<file path="src/logic/adcr_pkg.sv">
// Constants shared by the amplifier digital control register block.
// Assumes a 100 MHz system clock and byte-wide registers on the control bus.
`default_nettype none
package adcr_pkg;
   // ==================================================
   // Register offsets on the control bus
   localparam logic [7:0] OFF_DIG_CTRL_ONE = 8'h02; // Filter, slot source, rate, layout
   localparam logic [7:0] OFF_DIG_CTRL_TWO = 8'h03; // Mute and slot index
   localparam logic [7:0] OFF_VOLUME = 8'h04; // Volume code
   // ==================================================
   // Reset values
   localparam logic [7:0] RST_DIG_CTRL_ONE = 8'h04; // Layout defaults to I2S
   localparam logic [7:0] RST_DIG_CTRL_TWO = 8'h80; // Reserved pattern 100 on top
   localparam logic [7:0] RST_VOLUME = 8'hCF; // 0 dB
   // ==================================================
   // Field positions
   localparam int BIT_DC_FILTER_SKIP = 7;
   localparam int BIT_SLOT_CHOICE_ORIGIN = 6;
   localparam int BIT_RATE_DOUBLE_SELECT = 3;
   localparam int LSB_SERIAL_WORD_LAYOUT = 0;
   localparam int BIT_MUTE = 4;
   localparam int LSB_SLOT_INDEX = 0;
   // ==================================================
   // Volume codes
   localparam logic [7:0] VOL_FLOOR_CODE = 8'h07; // -100 dB; anything lower mutes
   // ==================================================
   // Serial word layout codes
   typedef enum logic [2:0] {
      ADCR_RJ24 = 3'h0,
      ADCR_RJ20 = 3'h1,
      ADCR_RJ18 = 3'h2,
      ADCR_RJ16 = 3'h3,
      ADCR_I2S = 3'h4,
      ADCR_LJ = 3'h5
   } adcr_layout_t;
   // ==================================================
   // Timing
   localparam int CLK_PERIOD_NS = 10; // 100 MHz
   localparam int RAMP_STEP_NS = 1000; // Time per half-dB volume step
   localparam int RAMP_STEP_CYCLES = (RAMP_STEP_NS + CLK_PERIOD_NS - 1) / CLK_PERIOD_NS;
   // Upper bits of the control bus address; arbitrary value
   localparam logic [3:0] BUS_ADDR_UPPER = 4'h6;
endpackage : adcr_pkg
`default_nettype wire

</file>
<file path="src/logic/adcr_vol_if.sv">
// Link between the register block and the volume ramp.
// Assumes both ends sit on the same clock.
`timescale 1ns/1ns
`default_nettype none
interface adcr_vol_if;
   logic [7:0] target_code; // Volume code software asked for
   logic mute_req; // Mute bit or sub-floor volume
   logic [7:0] level_code; // Present ramped volume code
   logic idle; // Ramp finished at floor while muted
   modport ctrl (output target_code, output mute_req, input level_code, input idle);
   modport ramp (input target_code, input mute_req, output level_code, output idle);
endinterface : adcr_vol_if
`default_nettype wire

</file>
<file path="src/logic/adcr_vol_ramp.sv">
// Volume ramp: walks the applied volume code one step at a time.
// Assumes a step period from the package and a shared clock enable.
`timescale 1ns/1ns
`default_nettype none
module adcr_vol_ramp #(
   parameter int STEP_CYCLES = adcr_pkg::RAMP_STEP_CYCLES
) (
   input wire logic clk,
   input wire logic rst,
   input wire logic ce,
   adcr_vol_if.ramp vol
);
   import adcr_pkg::*;
   // ==================================================
   // Step timer and level
   logic [15:0] tick_r; // Cycles until next step
   logic [7:0] level_r; // Applied code
   logic idle_r; // Idle audio being played
   wire [7:0] goal = vol.mute_req ? VOL_FLOOR_CODE : vol.target_code; // Ramp goal
   wire tick_done = (tick_r == 16'h0000);
   wire go_up = (level_r < goal);
   wire go_down = (level_r > goal);

   // Step one code each period toward the goal; down to floor then idle when muted
   always_ff @(posedge clk or posedge rst)
   begin
      if (rst)
      begin
         tick_r <= 16'h0000;
         level_r <= RST_VOLUME;
         idle_r <= 1'b0;
      end
      else if (ce)
      begin
         tick_r <= tick_done ? 16'(STEP_CYCLES - 1) : tick_r - 16'h0001;
         if (tick_done && go_up)
            level_r <= level_r + 8'h01;
         else if (tick_done && go_down)
            level_r <= level_r - 8'h01;
         idle_r <= vol.mute_req && (level_r == VOL_FLOOR_CODE);
      end
   end

   assign vol.level_code = level_r;
   assign vol.idle = idle_r;
endmodule : adcr_vol_ramp
`default_nettype wire

</file>
<file path="src/logic/adcr_regs.sv">
// Digital control registers of a mono amplifier on the two-wire control bus.
// Assumes open-drain wiring resolved outside and strap pins stable while running.
`timescale 1ns/1ns
`default_nettype none
module adcr_regs #(
   parameter int STEP_CYCLES = adcr_pkg::RAMP_STEP_CYCLES
) (
   input wire logic clk,
   input wire logic rst,
   input wire logic ce,
   input wire logic scl_in,
   input wire logic sda_in,
   output logic sda_out,
   output logic sda_oe,
   input wire logic [2:0] addr_strap,
   output logic dc_filter_skip,
   output logic rate_double_select,
   output adcr_pkg::adcr_layout_t serial_word_layout,
   output logic [2:0] slot_played,
   output logic mute_active,
   output logic [7:0] volume_applied,
   output logic audio_idle
);
   import adcr_pkg::*;
   // ==================================================
   // Pin synchronisers
   logic scl_s1, scl_s2, scl_s3; // Third stage only for edge finding
   logic sda_s1, sda_s2, sda_s3;
   logic [2:0] strap_s1, strap_s2; // Straps are pins too

   // Two flops before anything looks at a pin
   always_ff @(posedge clk or posedge rst)
   begin
      if (rst)
      begin
         {scl_s1, scl_s2, scl_s3} <= 3'h7;
         {sda_s1, sda_s2, sda_s3} <= 3'h7;
         {strap_s1, strap_s2} <= 6'h00;
      end
      else if (ce)
      begin
         {scl_s1, scl_s2, scl_s3} <= {scl_in, scl_s1, scl_s2};
         {sda_s1, sda_s2, sda_s3} <= {sda_in, sda_s1, sda_s2};
         {strap_s1, strap_s2} <= {addr_strap, strap_s1};
      end
   end
   // Bus events, all seen from the settled stages
   wire scl_rise = scl_s2 & ~scl_s3;
   wire scl_fall = ~scl_s2 & scl_s3;
   wire bus_start = scl_s2 & scl_s3 & ~sda_s2 & sda_s3;
   wire bus_stop = scl_s2 & scl_s3 & sda_s2 & ~sda_s3;
   // ==================================================
   // Registers
   logic [7:0] ctrl_one_r; // Filter, slot source, rate, layout
   logic [7:0] ctrl_two_r; // Reserved, mute, slot index
   logic [7:0] volume_r; // Volume code
   logic [7:0] ptr_r; // Register pointer, auto-increments
   // Read selection; unmapped offsets read as zero
   wire sel_one = (ptr_r == OFF_DIG_CTRL_ONE);
   wire sel_two = (ptr_r == OFF_DIG_CTRL_TWO);
   wire sel_vol = (ptr_r == OFF_VOLUME);
   wire [7:0] rd_data = sel_one ? ctrl_one_r : sel_two ? ctrl_two_r : sel_vol ? volume_r : 8'h00;
   // ==================================================
   // Bus slave state machine
   typedef enum logic [3:0] {
      ST_IDLE, ST_ADDR, ST_ACK_ADDR, ST_PTR, ST_ACK_PTR, ST_WR, ST_ACK_WR, ST_RD, ST_ACK_RD
   } adcr_state_t;
   adcr_state_t state_r, state_nxt;
   logic [2:0] cnt_r, cnt_nxt; // Bit count within a byte
   logic [7:0] shift_r, shift_nxt; // Shift register both ways
   logic full_r, full_nxt; // Byte received, or master NACK in read ack
   logic rw_r, rw_nxt; // Read requested in address byte
   logic oe_r, oe_nxt; // Pull data line low
   logic [7:0] ptr_nxt;
   logic wr_en; // One-cycle register write strobe
   wire addr_match = (shift_r[7:1] == {BUS_ADDR_UPPER, strap_s2});
   // Next state on each bus edge
   always_comb
   begin
      state_nxt = state_r;
      cnt_nxt = cnt_r;
      shift_nxt = shift_r;
      full_nxt = full_r;
      rw_nxt = rw_r;
      oe_nxt = oe_r;
      ptr_nxt = ptr_r;
      wr_en = 1'b0;
      if (bus_start) // Repeated start restarts addressing
      begin
         state_nxt = ST_ADDR;
         cnt_nxt = 3'h0;
         full_nxt = 1'b0;
         oe_nxt = 1'b0;
      end
      else if (bus_stop)
      begin
         state_nxt = ST_IDLE;
         oe_nxt = 1'b0;
      end
      else
      begin
         case (state_r)
            ST_ADDR, ST_PTR, ST_WR:
            begin
               if (scl_rise) // Sample one bit, MSB first
               begin
                  shift_nxt = {shift_r[6:0], sda_s2};
                  cnt_nxt = cnt_r + 3'h1;
                  full_nxt = (cnt_r == 3'h7);
               end
               else if (scl_fall && full_r)
               begin
                  full_nxt = 1'b0;
                  oe_nxt = 1'b1;
                  if (state_r == ST_ADDR) // Ignore other devices without acknowledging
                  begin
                     state_nxt = addr_match ? ST_ACK_ADDR : ST_IDLE;
                     oe_nxt = addr_match;
                     rw_nxt = shift_r[0];
                  end
                  else if (state_r == ST_PTR)
                  begin
                     state_nxt = ST_ACK_PTR;
                     ptr_nxt = shift_r;
                  end
                  else
                  begin
                     state_nxt = ST_ACK_WR;
                     wr_en = 1'b1;
                  end
               end
            end
            ST_ACK_ADDR, ST_ACK_PTR, ST_ACK_WR:
            begin
               if (scl_fall)
               begin
                  cnt_nxt = 3'h0;
                  if (state_r == ST_ACK_WR)
                     ptr_nxt = ptr_r + 8'h01;
                  if (state_r == ST_ACK_ADDR && rw_r) // Load first read byte and drive its MSB
                  begin
                     state_nxt = ST_RD;
                     shift_nxt = rd_data;
                     oe_nxt = ~rd_data[7];
                     ptr_nxt = ptr_r + 8'h01;
                  end
                  else
                  begin
                     state_nxt = (state_r == ST_ACK_ADDR) ? ST_PTR : ST_WR;
                     oe_nxt = 1'b0;
                  end
               end
            end
            ST_RD:
            begin
               if (scl_fall)
               begin
                  cnt_nxt = cnt_r + 3'h1;
                  if (cnt_r == 3'h7) // Release for the master's acknowledge
                  begin
                     state_nxt = ST_ACK_RD;
                     oe_nxt = 1'b0;
                  end
                  else
                  begin
                     shift_nxt = {shift_r[6:0], 1'b0};
                     oe_nxt = ~shift_r[6];
                  end
               end
            end
            ST_ACK_RD:
            begin
               if (scl_rise)
                  full_nxt = sda_s2; // High means master is done
               else if (scl_fall)
               begin
                  cnt_nxt = 3'h0;
                  full_nxt = 1'b0;
                  if (full_r)
                     state_nxt = ST_IDLE;
                  else
                  begin
                     state_nxt = ST_RD;
                     shift_nxt = rd_data;
                     oe_nxt = ~rd_data[7];
                     ptr_nxt = ptr_r + 8'h01;
                  end
               end
            end
            default:
            begin
               state_nxt = ST_IDLE;
            end
         endcase
      end
   end
   // Bus slave state
   always_ff @(posedge clk or posedge rst)
   begin
      if (rst)
      begin
         state_r <= ST_IDLE;
         cnt_r <= 3'h0;
         shift_r <= 8'h00;
         full_r <= 1'b0;
         rw_r <= 1'b0;
         oe_r <= 1'b0;
         ptr_r <= 8'h00;
      end
      else if (ce)
      begin
         state_r <= state_nxt;
         cnt_r <= cnt_nxt;
         shift_r <= shift_nxt;
         full_r <= full_nxt;
         rw_r <= rw_nxt;
         oe_r <= oe_nxt;
         ptr_r <= ptr_nxt;
      end
   end
   // Register writes; reserved bits are stored as written, the host keeps them
   always_ff @(posedge clk or posedge rst)
   begin
      if (rst)
      begin
         ctrl_one_r <= RST_DIG_CTRL_ONE;
         ctrl_two_r <= RST_DIG_CTRL_TWO;
         volume_r <= RST_VOLUME;
      end
      else if (ce && wr_en)
      begin
         if (sel_one)
            ctrl_one_r <= shift_r;
         if (sel_two)
            ctrl_two_r <= shift_r;
         if (sel_vol)
            volume_r <= shift_r;
      end
   end
   // ==================================================
   // Decoded controls
   wire mute_eff = ctrl_two_r[BIT_MUTE] | (volume_r < VOL_FLOOR_CODE);
   wire [2:0] slot_sel = ctrl_one_r[BIT_SLOT_CHOICE_ORIGIN] ? // Strap address unless index chosen
                         ctrl_two_r[LSB_SLOT_INDEX +: 3] : strap_s2;
   adcr_vol_if vol_link (); // Volume ramp lives in its own module, fed through this link
   assign vol_link.target_code = volume_r;
   assign vol_link.mute_req = mute_eff;
   adcr_vol_ramp #(
      .STEP_CYCLES(STEP_CYCLES)
   ) u_ramp (
      .clk(clk),
      .rst(rst),
      .ce(ce),
      .vol(vol_link.ramp)
   );
   // Outputs from flops so the datapath sees clean levels
   always_ff @(posedge clk or posedge rst)
   begin
      if (rst)
      begin
         dc_filter_skip <= 1'b0;
         rate_double_select <= 1'b0;
         serial_word_layout <= ADCR_I2S;
         slot_played <= 3'h0;
         mute_active <= 1'b0;
         volume_applied <= RST_VOLUME;
         audio_idle <= 1'b0;
         sda_out <= 1'b0;
         sda_oe <= 1'b0;
      end
      else if (ce)
      begin
         dc_filter_skip <= ctrl_one_r[BIT_DC_FILTER_SKIP];
         rate_double_select <= ctrl_one_r[BIT_RATE_DOUBLE_SELECT];
         serial_word_layout <= adcr_layout_t'(ctrl_one_r[LSB_SERIAL_WORD_LAYOUT +: 3]);
         slot_played <= slot_sel;
         mute_active <= mute_eff;
         volume_applied <= vol_link.level_code;
         audio_idle <= vol_link.idle;
         sda_out <= 1'b0; // Open drain only ever pulls low
         sda_oe <= oe_r;
      end
   end
endmodule : adcr_regs
`default_nettype wire

</file>
<file path="config.mk">
export PLATFORM = sky130hd
export DESIGN_NAME = adcr_regs
export DESIGN_NICKNAME = d
export VERILOG_FILES = /design/src/logic/adcr_pkg.sv /design/src/logic/adcr_vol_if.sv /design/src/logic/adcr_vol_ramp.sv /design/src/logic/adcr_regs.sv
export SDC_FILE = /design/constraint.sdc
export NUM_CORES = 1
export LEC_CHECK = 0
export ABC_AREA = 1
export BUFFER_PORTS_ARGS = -buffer_cell sky130_fd_sc_hd__clkbuf_2
export CAP_MARGIN = 20
export CORE_ASPECT_RATIO = 1.75
export CORE_MARGIN = 5
export CORE_UTILIZATION = 40
export CTS_CLUSTER_DIAMETER = 60
export CTS_CLUSTER_SIZE = 20
export DETAILED_ROUTE_END_ITERATION = 8
export GPL_TIMING_DRIVEN = 0
export SLEW_MARGIN = 20
export SYNTH_ARGS = -nofsm -noshare
export SYNTH_HDL_FRONTEND = slang
export SYNTH_SLANG_ARGS = --single-unit
</file>
<file path="constraint.sdc">
create_clock -name clk -period 3.6 [get_ports clk]
set_clock_uncertainty 0.2 [all_clocks]
set_input_delay 0.72 -clock clk [delete_from_list [all_inputs] [get_ports clk]]
set_output_delay 0.72 -clock clk [all_outputs]
set_load 0.005 [all_outputs]
</file>
==> results.md <==
* Status: finished, final reports clean
* Vias in the first global route at 5278
* Largest net degree at the start of global routing at 35
* Area Overhead vs Synth at 12.92%
* Yosys reg bits at 106
* Reg power frac at 0.480
* N_diodes at 0
* Post-route ant nets at 0
* Nets at 879
* Core footprint at 15240 µm²
* RSZ-0062 raised after global routing: no
* Area occupied by multi-input gates at 3098 µm²
* Clock share of power at 0.338
* Pwr per Cell Area at 436.7 nW/µm²
* Yosys warns at 0
* Most frequent cells in the layout: nand2_1 (259), inv_1 (84), dfrtp_1 (79)
* Die height at 174.3 µm
* Worst EP required at 3620 ps
* Final core utilization at 0.4571
* Worst reg2reg path depth at 15
* Crit start category: flip-flop
* Num rows at 60
* Switching Fraction at 0.3054
* Clk_lat worst skew at 350 ps
* Layout cells sized above 1 at 0.1492
* TritonCTS buffer count at 9
* CP max stage delay at 570 ps
* Die W at 103.9 µm
* Post-layout min period at 3341 ps
* Port bufs at 25
* DIE AREA at 18110 µm²
* Final hold slack at 165.9 ps
* Synthesized net count at 840
* Crit-path max FO at 8
* Slew HR at 0.4174
* CP max stage cell: dfstp_2
* Aggregate routed wire length at 16.14 mm
* Root buf cell: clkbuf_16
* First-pass GRT wire length at 26.45 mm
* Worst r2r src: vol_link.target_code[0]$_DFFE_PP1P_
* Initial core utilization at 0.4048
* Net Switching at 0.9292 mW
* Async SR Flop Fraction at 1.000
* Final Cell Area at 6967 µm²
* Total track usage at 0.1803
* Final setup violation count at 0
* Reg2reg end: u_ramp.vol.level_code[4]$_DFFE_PP0P_
* Mapped Area at 6170 µm²
* GPL Wtd Cong at 0.9149
* Max-cap viol count at 0
* Combinational share of power at 0.183
* F_max at 0.2993 GHz
* Seq/Total Area, Yosys at 0.4354
* Top_reg_cell synth: dfrtp_1
* Critical Path Most Common Cell: nand2_1
* Crit. End Element: flip-flop
* Most common cell after layout, fill and taps aside: nand2_1
* Internal power at 2.113 mW
* Synth Instances at 807
* DP Worst Slack at -35.81 ps
* Setup_tns at 0 ps
* Mapped Avg Cell Area at 7.645 µm²
* Hold Crit Class: in -> async
* Post-DP Area at 6591 µm²
* Tcrit/Tclk final at 0.9281
* Clk buf depth at 2
* Critical path type: reg -> reg
* Sequential cell area at 2686 µm²
* Critical path buffers and inverters at 2
* Power Total at 3.042 mW
* # DRC at 0
* Critical path launch point: vol_link.target_code[0]$_DFFE_PP1P_
* Unique masters post-synth at 42
* Initial drt markers at 221
* Vias at 5312
* Pleak at 3.380 nW
* Maximum VDD drop at 0.0002429 V
* Vias per inst at 5.122
* Slack of the worst reg-to-reg path at 260 ps
* Critical Path AT at 3360 ps
* Worst setup margin at 258.8 ps
* CTS tree: done
* Number of synthesized flops with an enable pin at 0
* DRT Pass-1 Iters at 5
* Final hold viol count at 0
* Total congestion overflow at 0
* Placed insts at 1021
* Avg WL per Cell at 15.57 µm
* Clock transition at the registers of the reported paths at 70 ps
* Slew @ Worst Pin at 866.0 ps
* H-tree depth at 3
* Num Clock Sinks at 106
* Worst-path cell chain: a31oi_1 -> nand2_1 -> nand2_2 -> inv_2 -> nand2_1 -> ha_1 -> a21o_1 -> nor2_1 -> nand2_1 -> nor2_2 -> inv_4 -> fa_1 -> a31oi_1 -> xor2_1 -> o21ai_0
* Crit path max-delay family: adder cells
* DP Wirelength at 12.66 mm
* Initial antenna violation count at 0
* Final std cells w/o fill at 1037
* Max-slew violations at 0
* I/O pins at 28
* Fill cells at 1567
per-layer routing:
metal	share of wire	wire (µm)	GRT usage
met5	0	0	0
met2	0.56	9024	0.3520
met1	0.37	6028	0.1834
met3	0.024	391	0.01895
met4	0.043	699	0.09508
registers in the layout, summed over array words and instances (netlist names), 4 cells and up:
signal / flops
shift_r: 8
u_ramp.vol.level_code: 8
ctrl_two_r: 8
u_ramp.tick_r: 16
vol_link.target_code: 8
state_r: 4
volume_applied: 8
ctrl_one_r: 8
ptr_r: 8
power by group through the flow:
stage,Clock [mW],Combinational [mW],Sequential (mW)
floorplan,0,0.418,1.45
global placement,0,0.545,1.48
detailed placement,0,0.562,1.48
CTS,1.05,0.564,1.46
global route,1.10,0.645,1.48
finish,1.03,0.555,1.46
worst register-to-register path, cell delays in order, from the launching register on:
cell     delay (ps)
dfstp_2         570
a31oi_1          90
nand2_1          90
nand2_2          90
inv_2           100
nand2_1          60
ha_1            300
a21o_1          180
nor2_1          140
nand2_1         120
nor2_2          190
inv_4           120
fa_1            500
a31oi_1         210
xor2_1          160
o21ai_0          90
Yosys cell counts (4+ instances only):
master    instances  share of area
a21oi_1          18          0.015
a31oi_1           5         0.0051
buf_6             4         0.0073
clkbuf_1         10         0.0061
dfrtp_1          79           0.32
dfstp_2          27           0.11
ha_1             24          0.049
inv_1            87          0.053
inv_2             4         0.0024
nand2_1         260           0.16
nand2_2           5         0.0051
nand3_1          45          0.037
nand4_1          14          0.014
nor2_1           72          0.044
nor3_1            9         0.0073
o211ai_1          9          0.011
o21ai_0          57          0.046
o21ai_1           9         0.0073
o21ai_2          16          0.023
xnor2_1           8          0.011
xor2_1            8          0.011
final cells by class:
type / count / area share
buffer: 19 / 0.01562
clock buffer: 13 / 0.03736
clock inverter: 3 / 0.006825
inverter: 91 / 0.04993
multi-input combinational: 591 / 0.4447
sequential: 106 / 0.3856
tap: 186 / 0.03341
timing repair buffer: 28 / 0.02658
timing repair:
item,in CTS,in global routing
gates resized for setup,2,11
setup buffers,0,0
setup endpoints to repair,1,4
pin swaps,0,1
hold buffers,0,0
worst max-delay path by stage:
stage          depth (start not counted)  slack (ps)                                    to
2_1_floorplan                         17         500  u_ramp.vol.level_code[5]$_DFFE_PP0P_
3_3_place_gp                          21         -30  u_ramp.vol.level_code[7]$_DFFE_PP1P_
3_5_place_dp                          21         -40  u_ramp.vol.level_code[7]$_DFFE_PP1P_
4_1_cts                               21          30  u_ramp.vol.level_code[7]$_DFFE_PP1P_
5_1_grt                               21           5  u_ramp.vol.level_code[7]$_DFFE_PP1P_
6_report                              15         260  u_ramp.vol.level_code[4]$_DFFE_PP0P_
logic make-up (layout without fill, tap and decap cells):
| kind of cell | count (synthesis) | in the layout | share of synthesized area |
|---|---|---|---|
| and+or+nand+nor | 426 | 426 | 0.2985 |
| AOI/OAI and AO/OA | 123 | 123 | 0.1178 |
| buffers and inverters | 110 | 154 | 0.07301 |
| DFF | 106 | 106 | 0.4354 |
| adders and majority gates | 25 | 25 | 0.05192 |
| xor gates and xnor gates | 16 | 16 | 0.02271 |
| other | 1 | 1 | 0.0006078 |
Note: power is estimated with default switching activity, not from simulation.
